[src/core/wdt_pd_pkg.sv]
/*
 * Shared constants and types of the supervision timer and power-down block:
 * register offsets, field positions, reset values, opcodes and the state struct.
 * Assumes one 20 MHz reference clock and an 8-bit register port.
 */
package wdt_pd_pkg;

   // Register offsets, 8-bit register space.
   localparam logic [7:0] COUNT_A_OFS = 8'hC2;
   localparam logic [7:0] COUNT_B_OFS = 8'hC3;
   localparam logic [7:0] TIMER_CONTROL_HIGH_OFS = 8'hC1;
   localparam logic [7:0] STATUS_OFS = 8'hC4;

   // Control register fields.
   localparam int HALT_RUN_BIT = 7;
   localparam int SEL_LSB = 4;
   localparam int SEL_MSB = 6;
   localparam int STOP_DIS_BIT = 3;
   localparam logic [7:0] CTRL_WRITE_MASK = 8'hF8;
   localparam logic [7:0] CTRL_RESET = 8'hF8;

   // Status register fields.
   localparam int WDT_FLAG_BIT = 0;
   localparam int STOP_FLAG_BIT = 1;
   localparam int WDT_RUN_BIT = 2;

   // Instruction opcodes seen on the core's decode port.
   localparam logic [7:0] OP_HALT = 8'h7F;
   localparam logic [7:0] OP_STOP = 8'h6F;

   // Restart address and timing.
   localparam logic [15:0] RESTART_VECTOR = 16'h0020;
   localparam int PRESCALE_DIV = 64;
   localparam logic [5:0] PRESCALE_LAST = 6'(PRESCALE_DIV - 1);
   localparam logic [15:0] COUNT_RESET = 16'hFFFF;
   localparam logic [12:0] SEL_STEP_LOW = 13'h1FFF;

   typedef enum logic [1:0] {
      MODE_RUN,
      MODE_HALT,
      MODE_STOP,
      MODE_WAKE
   } mode_t;

   typedef struct packed {
      logic oscS1;
      logic oscS2;
      logic oscS3;
      logic oscFilt;
      logic rstPinS1;
      logic rstPinS2;
      logic wakeS1;
      logic wakeS2;
      logic [2:0] divCnt;
      logic [5:0] prescale;
      logic [15:0] wdtCount;
      logic [7:0] ctrl;
      logic wdtRun;
      logic firstWindow;
      logic wdtFlag;
      logic stopFlag;
      mode_t mode;
      logic [7:0] rdata;
      logic coreReset;
      logic vectorValid;
   } state_t;

   typedef struct packed {
      logic valid;
      logic [7:0] opcode;
      logic wdtRestart;
      logic intReq;
   } core_req_t;

endpackage

[src/core/wdt_power_ctrl.sv]
/*
 * Supervision timer, reset-source flags and halt/stop power-down control.
 * Assumes the processor core presents each executed opcode for one cycle on
 * the decode port and obeys cpuClkEn, coreReset and the restart vector.
 * The oscillator output pin, reset pin and wake line come in asynchronously.
 */
// Local design decision: strobed register access.
`timescale 1ns/1ps
module wdt_power_ctrl (
   // Clock and reset
   input wire logic ref_clk,
   input wire logic rst_n,
   // External pins
   input wire logic oscillatorOutputPin,
   input wire logic resetPin_n,
   input wire logic portBLineZero,
   // Core decode port
   input wire wdt_pd_pkg::core_req_t coreReq,
   // Register port
   input wire logic [7:0] regAddr,
   input wire logic [7:0] regWdata,
   input wire logic regWrite,
   input wire logic regRead,
   output logic [7:0] regRdata,
   // Core control
   output logic cpuClkEn,
   output logic coreReset,
   output logic vectorValid,
   output logic [15:0] vectorAddr,
   // Clock and power status
   output logic oscEnable,
   output logic clkDiv2,
   output logic clkDiv4,
   output logic clkDiv8,
   output logic haltActive,
   output logic stopActive
);

   wdt_pd_pkg::state_t st_ff;
   wdt_pd_pkg::state_t nxt_st;

   logic oscTick;
   logic wdtTick;
   logic pinReset;
   logic timeout;
   logic restartNow;
   logic haltOp;
   logic stopOp;
   logic [2:0] sel;
   logic [15:0] initValue;
   logic wrCountA;
   logic wrCountB;
   logic wrCtrl;
   logic wrStatus;
   logic countFrozen;

   ////////////////////////////////////////////////////////////////////////////
   // Decode of events seen this cycle.

   // glitch filter
   // The filtered level only moves when two synchronised samples agree.
   assign oscTick = st_ff.oscS2 && st_ff.oscS3 && !st_ff.oscFilt;

   assign wdtTick = oscTick && (st_ff.prescale == wdt_pd_pkg::PRESCALE_LAST);

   assign pinReset = !st_ff.rstPinS2;

   assign haltOp = coreReq.valid && (coreReq.opcode == wdt_pd_pkg::OP_HALT);
   assign stopOp = coreReq.valid && (coreReq.opcode == wdt_pd_pkg::OP_STOP);
   assign restartNow = coreReq.valid && coreReq.wdtRestart;

   assign sel = st_ff.ctrl[wdt_pd_pkg::SEL_MSB:wdt_pd_pkg::SEL_LSB];
   // select to value
   // Each select step adds 8192 counts; the top select gives the full range.
   assign initValue = {sel, wdt_pd_pkg::SEL_STEP_LOW};

   assign countFrozen = !st_ff.wdtRun
                        || (st_ff.mode == wdt_pd_pkg::MODE_STOP)
                        || (st_ff.mode == wdt_pd_pkg::MODE_WAKE)
                        || ((st_ff.mode == wdt_pd_pkg::MODE_HALT)
                            && !st_ff.ctrl[wdt_pd_pkg::HALT_RUN_BIT]);

   assign timeout = wdtTick && !countFrozen && (st_ff.wdtCount == 16'h0000);

   assign wrCountA = regWrite && (regAddr == wdt_pd_pkg::COUNT_A_OFS);
   assign wrCountB = regWrite && (regAddr == wdt_pd_pkg::COUNT_B_OFS);
   assign wrCtrl = regWrite && (regAddr == wdt_pd_pkg::TIMER_CONTROL_HIGH_OFS);
   assign wrStatus = regWrite && (regAddr == wdt_pd_pkg::STATUS_OFS);

   ////////////////////////////////////////////////////////////////////////////
   // Next-state logic.

   always_comb begin
      nxt_st = st_ff;
      nxt_st.coreReset = 1'b0;
      nxt_st.vectorValid = 1'b0;

      // Two-flop synchronisers; first stages feed only the second stages.
      nxt_st.oscS1 = oscillatorOutputPin;
      nxt_st.oscS2 = st_ff.oscS1;
      nxt_st.oscS3 = st_ff.oscS2;
      nxt_st.rstPinS1 = resetPin_n;
      nxt_st.rstPinS2 = st_ff.rstPinS1;
      nxt_st.wakeS1 = portBLineZero;
      nxt_st.wakeS2 = st_ff.wakeS1;

      if (st_ff.oscS2 == st_ff.oscS3) begin
         nxt_st.oscFilt = st_ff.oscS2;
      end
      if (oscTick) begin
         nxt_st.divCnt = st_ff.divCnt + 3'd1;
         nxt_st.prescale = st_ff.prescale + 6'd1;
      end

      if (wdtTick && !countFrozen && (st_ff.wdtCount != 16'h0000)) begin
         nxt_st.wdtCount = st_ff.wdtCount - 16'd1;
      end
      // Software writes win over the decrement, as with the other timers.
      if (wrCountA) begin
         nxt_st.wdtCount[7:0] = regWdata;
      end
      if (wrCountB) begin
         nxt_st.wdtCount[15:8] = regWdata;
      end
      if (restartNow) begin
         nxt_st.wdtCount = initValue;
      end

      if (wrCtrl) begin
         nxt_st.ctrl = regWdata & wdt_pd_pkg::CTRL_WRITE_MASK;
      end

      // disable before first write or opcode
      // Only a status write that is the first register write or executed opcode after reset may switch the timer off; reads leave the window open.
      if (wrStatus && st_ff.firstWindow && !regWdata[wdt_pd_pkg::WDT_RUN_BIT]) begin
         nxt_st.wdtRun = 1'b0;
      end
      if (coreReq.valid || regWrite) begin
         nxt_st.firstWindow = 1'b0;
      end

      if (wrStatus && !regWdata[wdt_pd_pkg::WDT_FLAG_BIT]) begin
         nxt_st.wdtFlag = 1'b0;
      end
      if (wrStatus && !regWdata[wdt_pd_pkg::STOP_FLAG_BIT]) begin
         nxt_st.stopFlag = 1'b0;
      end

      unique case (st_ff.mode)
         wdt_pd_pkg::MODE_RUN: begin
            if (haltOp) begin
               nxt_st.mode = wdt_pd_pkg::MODE_HALT;
            end else if (stopOp && !st_ff.ctrl[wdt_pd_pkg::STOP_DIS_BIT]) begin
               nxt_st.mode = wdt_pd_pkg::MODE_STOP;
               nxt_st.stopFlag = 1'b1;
            end
         end
         wdt_pd_pkg::MODE_HALT: begin
            if (coreReq.intReq) begin
               nxt_st.mode = wdt_pd_pkg::MODE_RUN;
            end
         end
         wdt_pd_pkg::MODE_STOP: begin
            if (!st_ff.wakeS2) begin
               nxt_st.mode = wdt_pd_pkg::MODE_WAKE;
            end
         end
         wdt_pd_pkg::MODE_WAKE: begin
            // start on release
            // The core restarts only once the wake line is back high.
            if (st_ff.wakeS2) begin
               nxt_st.mode = wdt_pd_pkg::MODE_RUN;
               nxt_st.vectorValid = 1'b1;
               nxt_st.stopFlag = 1'b1;
               nxt_st.ctrl[wdt_pd_pkg::STOP_DIS_BIT] = 1'b1;
            end
         end
      endcase

      if (timeout) begin
         nxt_st.wdtFlag = 1'b1;
         nxt_st.coreReset = 1'b1;
         nxt_st.vectorValid = 1'b1;
         nxt_st.mode = wdt_pd_pkg::MODE_RUN;
         nxt_st.wdtCount = initValue;
      end

      // pin ends stop
      // The pin clears the two flags, the power-down state and the prescaler, and reloads the count;
      // control settings survive.
      if (pinReset) begin
         nxt_st.wdtFlag = 1'b0;
         nxt_st.stopFlag = 1'b0;
         nxt_st.mode = wdt_pd_pkg::MODE_RUN;
         nxt_st.prescale = 6'd0;
         nxt_st.wdtCount = initValue;
         nxt_st.coreReset = 1'b1;
         nxt_st.vectorValid = 1'b1;
      end

      // Read data stand for the one cycle after the read strobe.
      nxt_st.rdata = 8'h00;
      if (regRead) begin
         unique case (regAddr)
            wdt_pd_pkg::COUNT_A_OFS: nxt_st.rdata = st_ff.wdtCount[7:0];
            wdt_pd_pkg::COUNT_B_OFS: nxt_st.rdata = st_ff.wdtCount[15:8];
            wdt_pd_pkg::TIMER_CONTROL_HIGH_OFS: nxt_st.rdata = st_ff.ctrl;
            wdt_pd_pkg::STATUS_OFS: begin
               nxt_st.rdata[wdt_pd_pkg::WDT_FLAG_BIT] = st_ff.wdtFlag;
               nxt_st.rdata[wdt_pd_pkg::STOP_FLAG_BIT] = st_ff.stopFlag;
               nxt_st.rdata[wdt_pd_pkg::WDT_RUN_BIT] = st_ff.wdtRun;
            end
            default: nxt_st.rdata = 8'h00;
         endcase
      end

      if (!rst_n) begin
         nxt_st = '0;
         nxt_st.oscS1 = 1'b0;
         nxt_st.rstPinS1 = 1'b1;
         nxt_st.rstPinS2 = 1'b1;
         nxt_st.wakeS1 = 1'b1;
         nxt_st.wakeS2 = 1'b1;
         nxt_st.wdtCount = wdt_pd_pkg::COUNT_RESET;
         nxt_st.ctrl = wdt_pd_pkg::CTRL_RESET;
         nxt_st.wdtRun = 1'b1;
         nxt_st.firstWindow = 1'b1;
         nxt_st.mode = wdt_pd_pkg::MODE_RUN;
      end
   end

   always_ff @(posedge ref_clk) begin
      st_ff <= nxt_st;
   end

   ////////////////////////////////////////////////////////////////////////////
   // Outputs.

   assign regRdata = st_ff.rdata;
   assign cpuClkEn = (st_ff.mode == wdt_pd_pkg::MODE_RUN);
   assign oscEnable = (st_ff.mode != wdt_pd_pkg::MODE_STOP);
   assign coreReset = st_ff.coreReset;
   assign vectorValid = st_ff.vectorValid;
   assign vectorAddr = wdt_pd_pkg::RESTART_VECTOR;
   assign clkDiv2 = st_ff.divCnt[0];
   assign clkDiv4 = st_ff.divCnt[1];
   assign clkDiv8 = st_ff.divCnt[2];
   assign haltActive = (st_ff.mode == wdt_pd_pkg::MODE_HALT);
   assign stopActive = (st_ff.mode == wdt_pd_pkg::MODE_STOP)
                       || (st_ff.mode == wdt_pd_pkg::MODE_WAKE);

endmodule

[config.mk]
export PLATFORM = sky130hd
export DESIGN_NAME = wdt_power_ctrl
export DESIGN_NICKNAME = d
export VERILOG_FILES = /design/src/core/wdt_pd_pkg.sv /design/src/core/wdt_power_ctrl.sv
export SDC_FILE = /design/constraint.sdc
export NUM_CORES = 1
export LEC_CHECK = 0
export ABC_AREA = 0
export BUFFER_PORTS_ARGS = -buffer_cell sky130_fd_sc_hd__buf_2
export CAP_MARGIN = 20
export CORE_ASPECT_RATIO = 2
export CORE_MARGIN = 3
export CORE_UTILIZATION = 54
export DETAILED_ROUTE_END_ITERATION = 8
export PLACE_DENSITY_LB_ADDON = 0.05
export SETUP_SLACK_MARGIN = 0.02
export SYNTH_ARGS = -nofsm -noshare
export SYNTH_HDL_FRONTEND = slang
export SYNTH_SLANG_ARGS = --single-unit
[constraint.sdc]
create_clock -name ref_clk -period 2.6 [get_ports ref_clk]
set_clock_uncertainty 0.05 [all_clocks]
set_input_delay 0.13 -clock ref_clk [delete_from_list [all_inputs] [get_ports ref_clk]]
set_output_delay 0.13 -clock ref_clk [all_outputs]
set_load 0.005 [all_outputs]
==> flow_metrics.env, run 1 <==
export IMPL_vias=2699
export IMPL_h_tree_depth=2
export IMPL_critical_path_arrival_ns=2.62
export IMPL_portBuffers=50
export IMPL_report_final_slew_viol_count=0
export IMPL_ys_warn_count=0
export IMPL_worstSetupPathType="register to register"
export IMPL_clk_latency_ns=0.31
export IMPL_final_nets=440
export IMPL_critPathSlowestCell="nor4_1"
export IMPL_antenna_found_initial=0
export IMPL_grt_util_all_layers=0.254
export IMPL_cts_root_buf="clkbuf_8"
export IMPL_viasPerCell=5.92
export IMPL_seq_area_frac_synth=0.365
export IMPL_cp_slowest_stage_delay_ns=0.45
export IMPL_timing_rr_end="st_ff[39]"
export IMPL_power_density_nw_per_um2=523
export IMPL_min_path_cells=3
export IMPL_routedWlPerCell_um=17.3
export IMPL_muxShareOfSynthArea=0.0410
export IMPL_holdCritStartpoint="regWdata[3]"
export IMPL_place_hpwl_um=6260
export IMPL_wl_um=7880
export IMPL_peakVddDrop_mv=0.535
export IMPL_fmax_mhz=408
export IMPL_grt_max_degree=22
export IMPL_maxCapViolCount=0
export IMPL_setup_viol=0
export IMPL_cts_buffers=5
export IMPL_dpl_instance_area_um2=3180
export IMPL_crit_chain="inv_1 > ha_1 > or2_4 > a211o_4 > nor4_1 > mux2i_1 > o21ai_0 > a211o_1"
export IMPL_syn_area_um2=2960
export IMPL_cts_sinks=54
export IMPL_p_leak_nw=1.39
export IMPL_cp_max_fo=7
export IMPL_synth_distinct_cells=60
export IMPL_pin_count=67
export IMPL_drtAntennaViolNets=0
export IMPL_yosys_area_share_simple=0.271
export IMPL_cts_tree="done"
export IMPL_period_needed_ns=2.45
export IMPL_nFillCells=498
export IMPL_syn_inst=345
export IMPL_die_y_um=111
export IMPL_clock_path_buffers=2
export IMPL_synth_top_family_by_area="simple AND/OR/NAND/NOR gates"
export IMPL_critical_path_required_ns=2.77
export IMPL_start_kind="register"
export IMPL_drtPass1Iterations=4
export IMPL_synth_fa_ha_area_frac=0.0381
export IMPL_drtIter0Drc=101
export IMPL_drive_above_1_share=0.239
export IMPL_place_congestion=0.945
export IMPL_fin_crit_sh=0.942
export IMPL_grt_first_pass_wirelength_um=12500
export IMPL_synth_xor_area_frac=0.0355
export IMPL_start_util=0.566
export IMPL_outcome="finished clean"
export IMPL_design_area_um2=3330
export IMPL_min_to="st_ff[27]"
export IMPL_rows=37
export IMPL_rsz0062_at_grt="false"
export IMPL_synth_flop_cell="dfxtp_1"
export IMPL_die_w_um=58.3
export IMPL_path_clk_slew_ns=0.10
export IMPL_gr_total_overflow=0
export IMPL_grt_pass1_vias=2593
export IMPL_tns_ns=0
export IMPL_reg2reg_setup_slack_ns=0.15
export IMPL_drcViolationCount=0
export IMPL_area_delta_synth_final_pct=12.5
export IMPL_die_area_um2=6460
export IMPL_antenna_cells=0
export IMPL_synth_compound_area_frac=0.146
export IMPL_worst_r2r_startpoint="st_ff[10]"
export IMPL_hold_class="input pin to register"
export IMPL_end_kind="register"
export IMPL_r2r_worst_path_cells=8
export IMPL_synthArstFlopShare=0
export IMPL_coreArea_um2=5230
export IMPL_finalHoldViolCount=0
export IMPL_ys_seq_elements=54
export IMPL_synth_avg_cell_area_um2=8.58
export IMPL_synth_enable_flop_cells=0
-- state kept, by name (all words and copies together) (netlist names) --
register	cells
st_ff	38
regRdata	8
initValue	3
clkDiv2	1
clkDiv4	1
clkDiv8	1
coreReset	1
vectorValid	1
-- cell usage in the layout (no fill, tap or decap), types with 2 or more instances in the layout --
cell type      synthesis  layout
nand3_2                2       2
inv_1                 11      11
xnor2_1                6       6
nor4_1                 6       5
nor4_4                 2       2
buf_4                 26      12
a211o_1                2       2
nor4_2                 1       2
nor3_2                 1       2
nand4b_1               2       2
o21ai_0               10      10
or3_1                  4       3
and2_1                 5       5
a22oi_1                8       8
nand4_1                3       3
a31o_2                 2       2
or2_2                  3       3
dlygate4sd3_1          0       3
o31ai_1                2       2
nor2b_1                2       2
dfxtp_1               54      54
nor2_1                23      23
ha_1                   9       9
conb_1                 2      16
nor3_1                 9       8
xor2_1                 6       6
nand3_1               18      18
nand2_1               50      50
o211ai_1               7       7
clkbuf_8               0       5
nand2b_1               7       7
mux2i_1               11      11
a211oi_1               2       2
a21oi_1               17      17
buf_2                  1      50
-- cell type report --
type	instances	area, µm²	share of cell area
clock buffer	5	68.8	0.0207
inverter	11	41.3	0.0124
timing repair buffer	65	370	0.111
tap	58	72.6	0.0218
sequential	54	1080	0.325
clock inverter	3	43.8	0.0132
multi-input combinational	260	1650	0.496
-- per-layer routing --
layer / global-route usage / wire [µm] / vias up
met1: 0.235 / 2650 / 1274
met5: 0 / 0 / -
met3: 0.0478 / 359 / 40
li1: - / - / 1279
met2: 0.449 / 4210 / 106
met4: 0.211 / 658 / 0
-- synth_stat cells (4+ instances only) --
library cell  instances  area [µm²]
nor2_1               23        86.3
xnor2_1               6        52.6
a22oi_1               8        60.1
buf_4                26         195
a21oi_1              17        85.1
nand3_1              18        90.1
ha_1                  9         113
mux2i_1              11         110
nor4_1                6        37.5
and2_1                5        31.3
o211ai_1              7        52.6
inv_1                11        41.3
nand2b_1              7        43.8
or3_1                 4        25.0
xor2_1                6        52.6
dfxtp_1              54        1080
o21ai_0              10        50.1
nand2_1              50         188
nor3_1                9        45.0
-- critical path, delay by kind of cell, from the launching register on --
| family | cells | cell delay (ns) |
|---|---|---|
| adder cells (fa/ha/maj) | 1 | 0.23 |
| AND/OR/NAND/NOR | 2 | 0.71 |
| flip-flops | 1 | 0.36 |
| AO/OA/AOI/OAI | 3 | 0.67 |
| buffers and inverters | 1 | 0.09 |
| multiplexers | 1 | 0.23 |
-- report_power, final --
group	total [mW]	switching (mW)	leakage, nW	internal (mW)
registers	0.869	0.0185	0.439	0.851
logic	0.293	0.168	0.897	0.124
clock network	0.578	0.289	0.0585	0.289
total	1.74	0.476	1.39	1.26
-- worst max path at each step --
stage,slack (ns),start,to
after CTS,0.13,st_ff[10],st_ff[29]
final,0.15,st_ff[10],st_ff[39]
after global routing,0.02,st_ff[10],st_ff[34]
after detailed placement,0.16,st_ff[10],st_ff[35]
after global placement,0.19,st_ff[10],st_ff[35]
after floorplan,0.28,st_ff[10],st_ff[35]
-- logic make-up after synthesis --
family | Yosys count
other | 2
and+or+nand+nor | 149
xor gates and xnor gates | 12
AOI/OAI and AO/OA | 62
buffers and inverters | 45
DFF | 54
muxes | 12
adders and majority gates | 9
-- through the flow --
| step | std cells | setup slack (ns) | power (mW) | hold WS (ns) | utilization |
|---|---|---|---|---|---|
| after global placement | 445 | 0.188 | 1.17 | 0.262 | 0.607 |
| after detailed placement | 445 | 0.158 | 1.17 | 0.266 | 0.607 |
| final | 456 | 0.150 | 1.74 | 0.0524 | 0.636 |
| after global routing | 456 | 0.0248 | 1.81 | 0.0567 | 0.636 |
| after CTS | 456 | 0.126 | 1.75 | 0.0405 | 0.635 |
| after floorplan | 359 | 0.278 | 1.08 | 0.181 | - |
-- what timing repair did --
| action | CTS | global route |
|---|---|---|
| gates resized for setup | 0 | 2 |
| buffers inserted | 0 | 0 |
| hold buffers | 3 | 0 |
| hold endpoints to repair | 3 | 0 |
| setup endpoints to repair | 0 | 4 |
Note: power is estimated with default switching activity, not from simulation.
==> run 2, diff against run 1 <==
--- a/config.mk
+++ b/config.mk
@@ -10,7 +10,7 @@
 export CAP_MARGIN = 20
 export CORE_ASPECT_RATIO = 2
 export CORE_MARGIN = 3
-export CORE_UTILIZATION = 54
+export CORE_UTILIZATION = 49
 export DETAILED_ROUTE_END_ITERATION = 8
 export PLACE_DENSITY_LB_ADDON = 0.05
 export SETUP_SLACK_MARGIN = 0.02
==> constraint.sdc (replaced) <==
create_clock -name ref_clk -period 2.21 [get_ports ref_clk]
set_clock_uncertainty 0.05 [all_clocks]
set_input_delay 0.1105 -clock ref_clk [delete_from_list [all_inputs] [get_ports ref_clk]]
set_output_delay 0.1105 -clock ref_clk [all_outputs]
set_load 0.005 [all_outputs]
==> run 2 against run 1 <==
- the run now ends with setup timing left
- critical path type unchanged
- non-clock buffer count up 24
- sequential cell count stayed put
- critical path depth increased by 2
- count of clock-buffer cells in the layout rose by 2
- utilization decreased by 0.28 points
- die area increased by 9.4%
- critical endpoint is now st_ff[25]
- power rose by 27%
- global-route usage decreased by 0.17 points
- combinational power up 44%
==> flow_metrics.env, run 2 (same netlist as run 1, synthesis figures left out) <==
export IMPL_antenna_cells=0
export IMPL_start_util=0.514
export IMPL_report_final_slew_viol_count=0
export IMPL_p_sw_frac=0.267
export IMPL_vias=2760
export IMPL_coreArea_um2=5760
export IMPL_gr_total_overflow=0
export IMPL_dp_cells=466
export IMPL_clock_path_buffers=2
export IMPL_outcome="finished with violations"
export IMPL_rsz0062_at_grt="true"
export IMPL_power_frac_seq=0.469
export IMPL_cts_tree="done"
export IMPL_power_density_nw_per_um2=605
export IMPL_cts_buffers=5
export IMPL_dpl_instance_area_um2=3330
export IMPL_p_leak_nw=1.52
export IMPL_pwr_share_comb=0.192
export IMPL_wl_um=8410
export IMPL_grt_first_pass_wirelength_um=13000
export IMPL_failed_checks="setup timing"
export IMPL_top_register="st_ff"
export IMPL_fin_crit_sh=1.00
export IMPL_fmax_mhz=451
export IMPL_cp_max_fo=12
export IMPL_setup_slack_ns=-0.00565
export IMPL_maxCapViolCount=0
export IMPL_drcViolationCount=0
export IMPL_start_kind="register"
export IMPL_finalHoldViolCount=0
export IMPL_place_congestion=0.918
export IMPL_final_nets=464
export IMPL_drtPass1Iterations=4
export IMPL_final_cells=482
export IMPL_largest_reg_flops=38
export IMPL_p_sw_uw=589
export IMPL_worst_r2r_startpoint="st_ff[10]"
export IMPL_portBuffers=50
export IMPL_die_w_um=61.0
export IMPL_peakVddDrop_mv=0.576
export IMPL_end_kind="register"
export IMPL_crit_start="st_ff[10]"
export IMPL_routedWlPerCell_um=17.4
export IMPL_area_delta_synth_final_pct=23.3
export IMPL_drtIter0Drc=131
export IMPL_worstSetupPathType="register to register"
export IMPL_drtAntennaViolNets=0
export IMPL_final_util=0.634
export IMPL_holdCritStartpoint="regWdata[0]"
export IMPL_r2r_worst_path_cells=10
export IMPL_hold_class="input pin to register"
export IMPL_viasPerCell=5.73
export IMPL_pwr_share_clk=0.339
export IMPL_grt_pass1_vias=2718
export IMPL_intPower_mw=1.62
export IMPL_power_total_mw=2.21
export IMPL_rows=39
export IMPL_cts_sinks=54
export IMPL_design_area_um2=3650
export IMPL_h_tree_depth=2
export IMPL_hold_slack_ns=0.0410
export IMPL_grt_max_degree=19
export IMPL_critical_path_required_ns=2.38
export IMPL_die_area_um2=7060
export IMPL_place_hpwl_um=6610
export IMPL_die_y_um=116
export IMPL_final_cell_mix="52 x dfxtp_1, 50 x nand2_1, 50 x buf_2"
export IMPL_antenna_found_initial=0
export IMPL_clk_latency_ns=0.29
export IMPL_path_clk_slew_ns=0.07
export IMPL_critical_path_arrival_ns=2.39
export IMPL_cts_root_buf="clkbuf_16"
export IMPL_pin_count=67
export IMPL_layout_commonest_cell="dfxtp_1"
export IMPL_min_path_cells=3
export IMPL_setup_viol=3
export IMPL_period_needed_ns=2.22
export IMPL_drive_above_1_share=0.304
export IMPL_grt_util_all_layers=0.252
run 2: cell types whose count changed in the layout (fill, tap and decap cells not counted), sizes merged:
| cell | previous run | this run |
|---|---|---|
| buf | 62 | 85 |
| clkbuf | 5 | 7 |
| bufinv | 1 | 0 |
| clkinv | 1 | 0 |
| dlygate4sd3 | 3 | 4 |
| inv | 12 | 11 |
run 2: path summary, 6_finish.rpt:
path | end | slack [ns]
worst max register to register | st_ff[25] | -0.006
worst max-delay path | st_ff[25] | -0.006
worst min register to register | st_ff[51] | 0.36
worst min-delay path | st_ff[24] | 0.04
run 2: power groups by stage:
stage / Combinational (mW) / Clock [mW] / Sequential, mW
finish: 0.423 / 0.749 / 1.03
floorplan: 0.233 / 0 / 1.04
CTS: 0.385 / 0.773 / 1.03
global route: 0.461 / 0.802 / 1.04
detailed placement: 0.376 / 0 / 1.05
global placement: 0.375 / 0 / 1.05
run 2: critical path, cell delays in order, from the launching register on:
cell and delay [ns]:
dfxtp_2 0.35, inv_2 0.06, ha_4 0.16, or2_4 0.25
a211o_4 0.31, or3b_4 0.45, buf_6 0.14, nand3_4 0.10
a21oi_4 0.05, buf_12 0.15, o211ai_1 0.08
run 2: layer usage:
metal,share of wire,global-route usage
met4,0.064,0.168
met2,0.55,0.465
met3,0.039,0.0446
met5,0,0
met1,0.35,0.238
run 2: area by class of cell:
type                            instances  area, µm²
Fill cell                             526       2110
Sequential cell                        54       1080
Multi-Input combinational cell        260       1740
Clock buffer                            7        133
Tap cell                               61       76.3
Inverter                               11       41.3
Timing Repair Buffer                   89        573
run 2: through the flow:
step                TNS (ns)  setup WS [ns]
floorplan                  0         0.0507
detailed placement   -0.0722        -0.0722
finish              -0.00773       -0.00565
CTS                        0         0.0227
global route          -0.605        -0.0722
global placement     -0.0582        -0.0582
run 2: timing repair:
| item | in CTS | in global routing |
|---|---|---|
| hold endpoints to repair | 5 | 0 |
| pin swaps | 1 | 3 |
| hold buffers | 4 | 0 |
| gates resized for setup | 5 | 14 |
| buffers inserted | 2 | 4 |
| gates cloned | 0 | 0 |
| setup endpoints to repair | 9 | 19 |
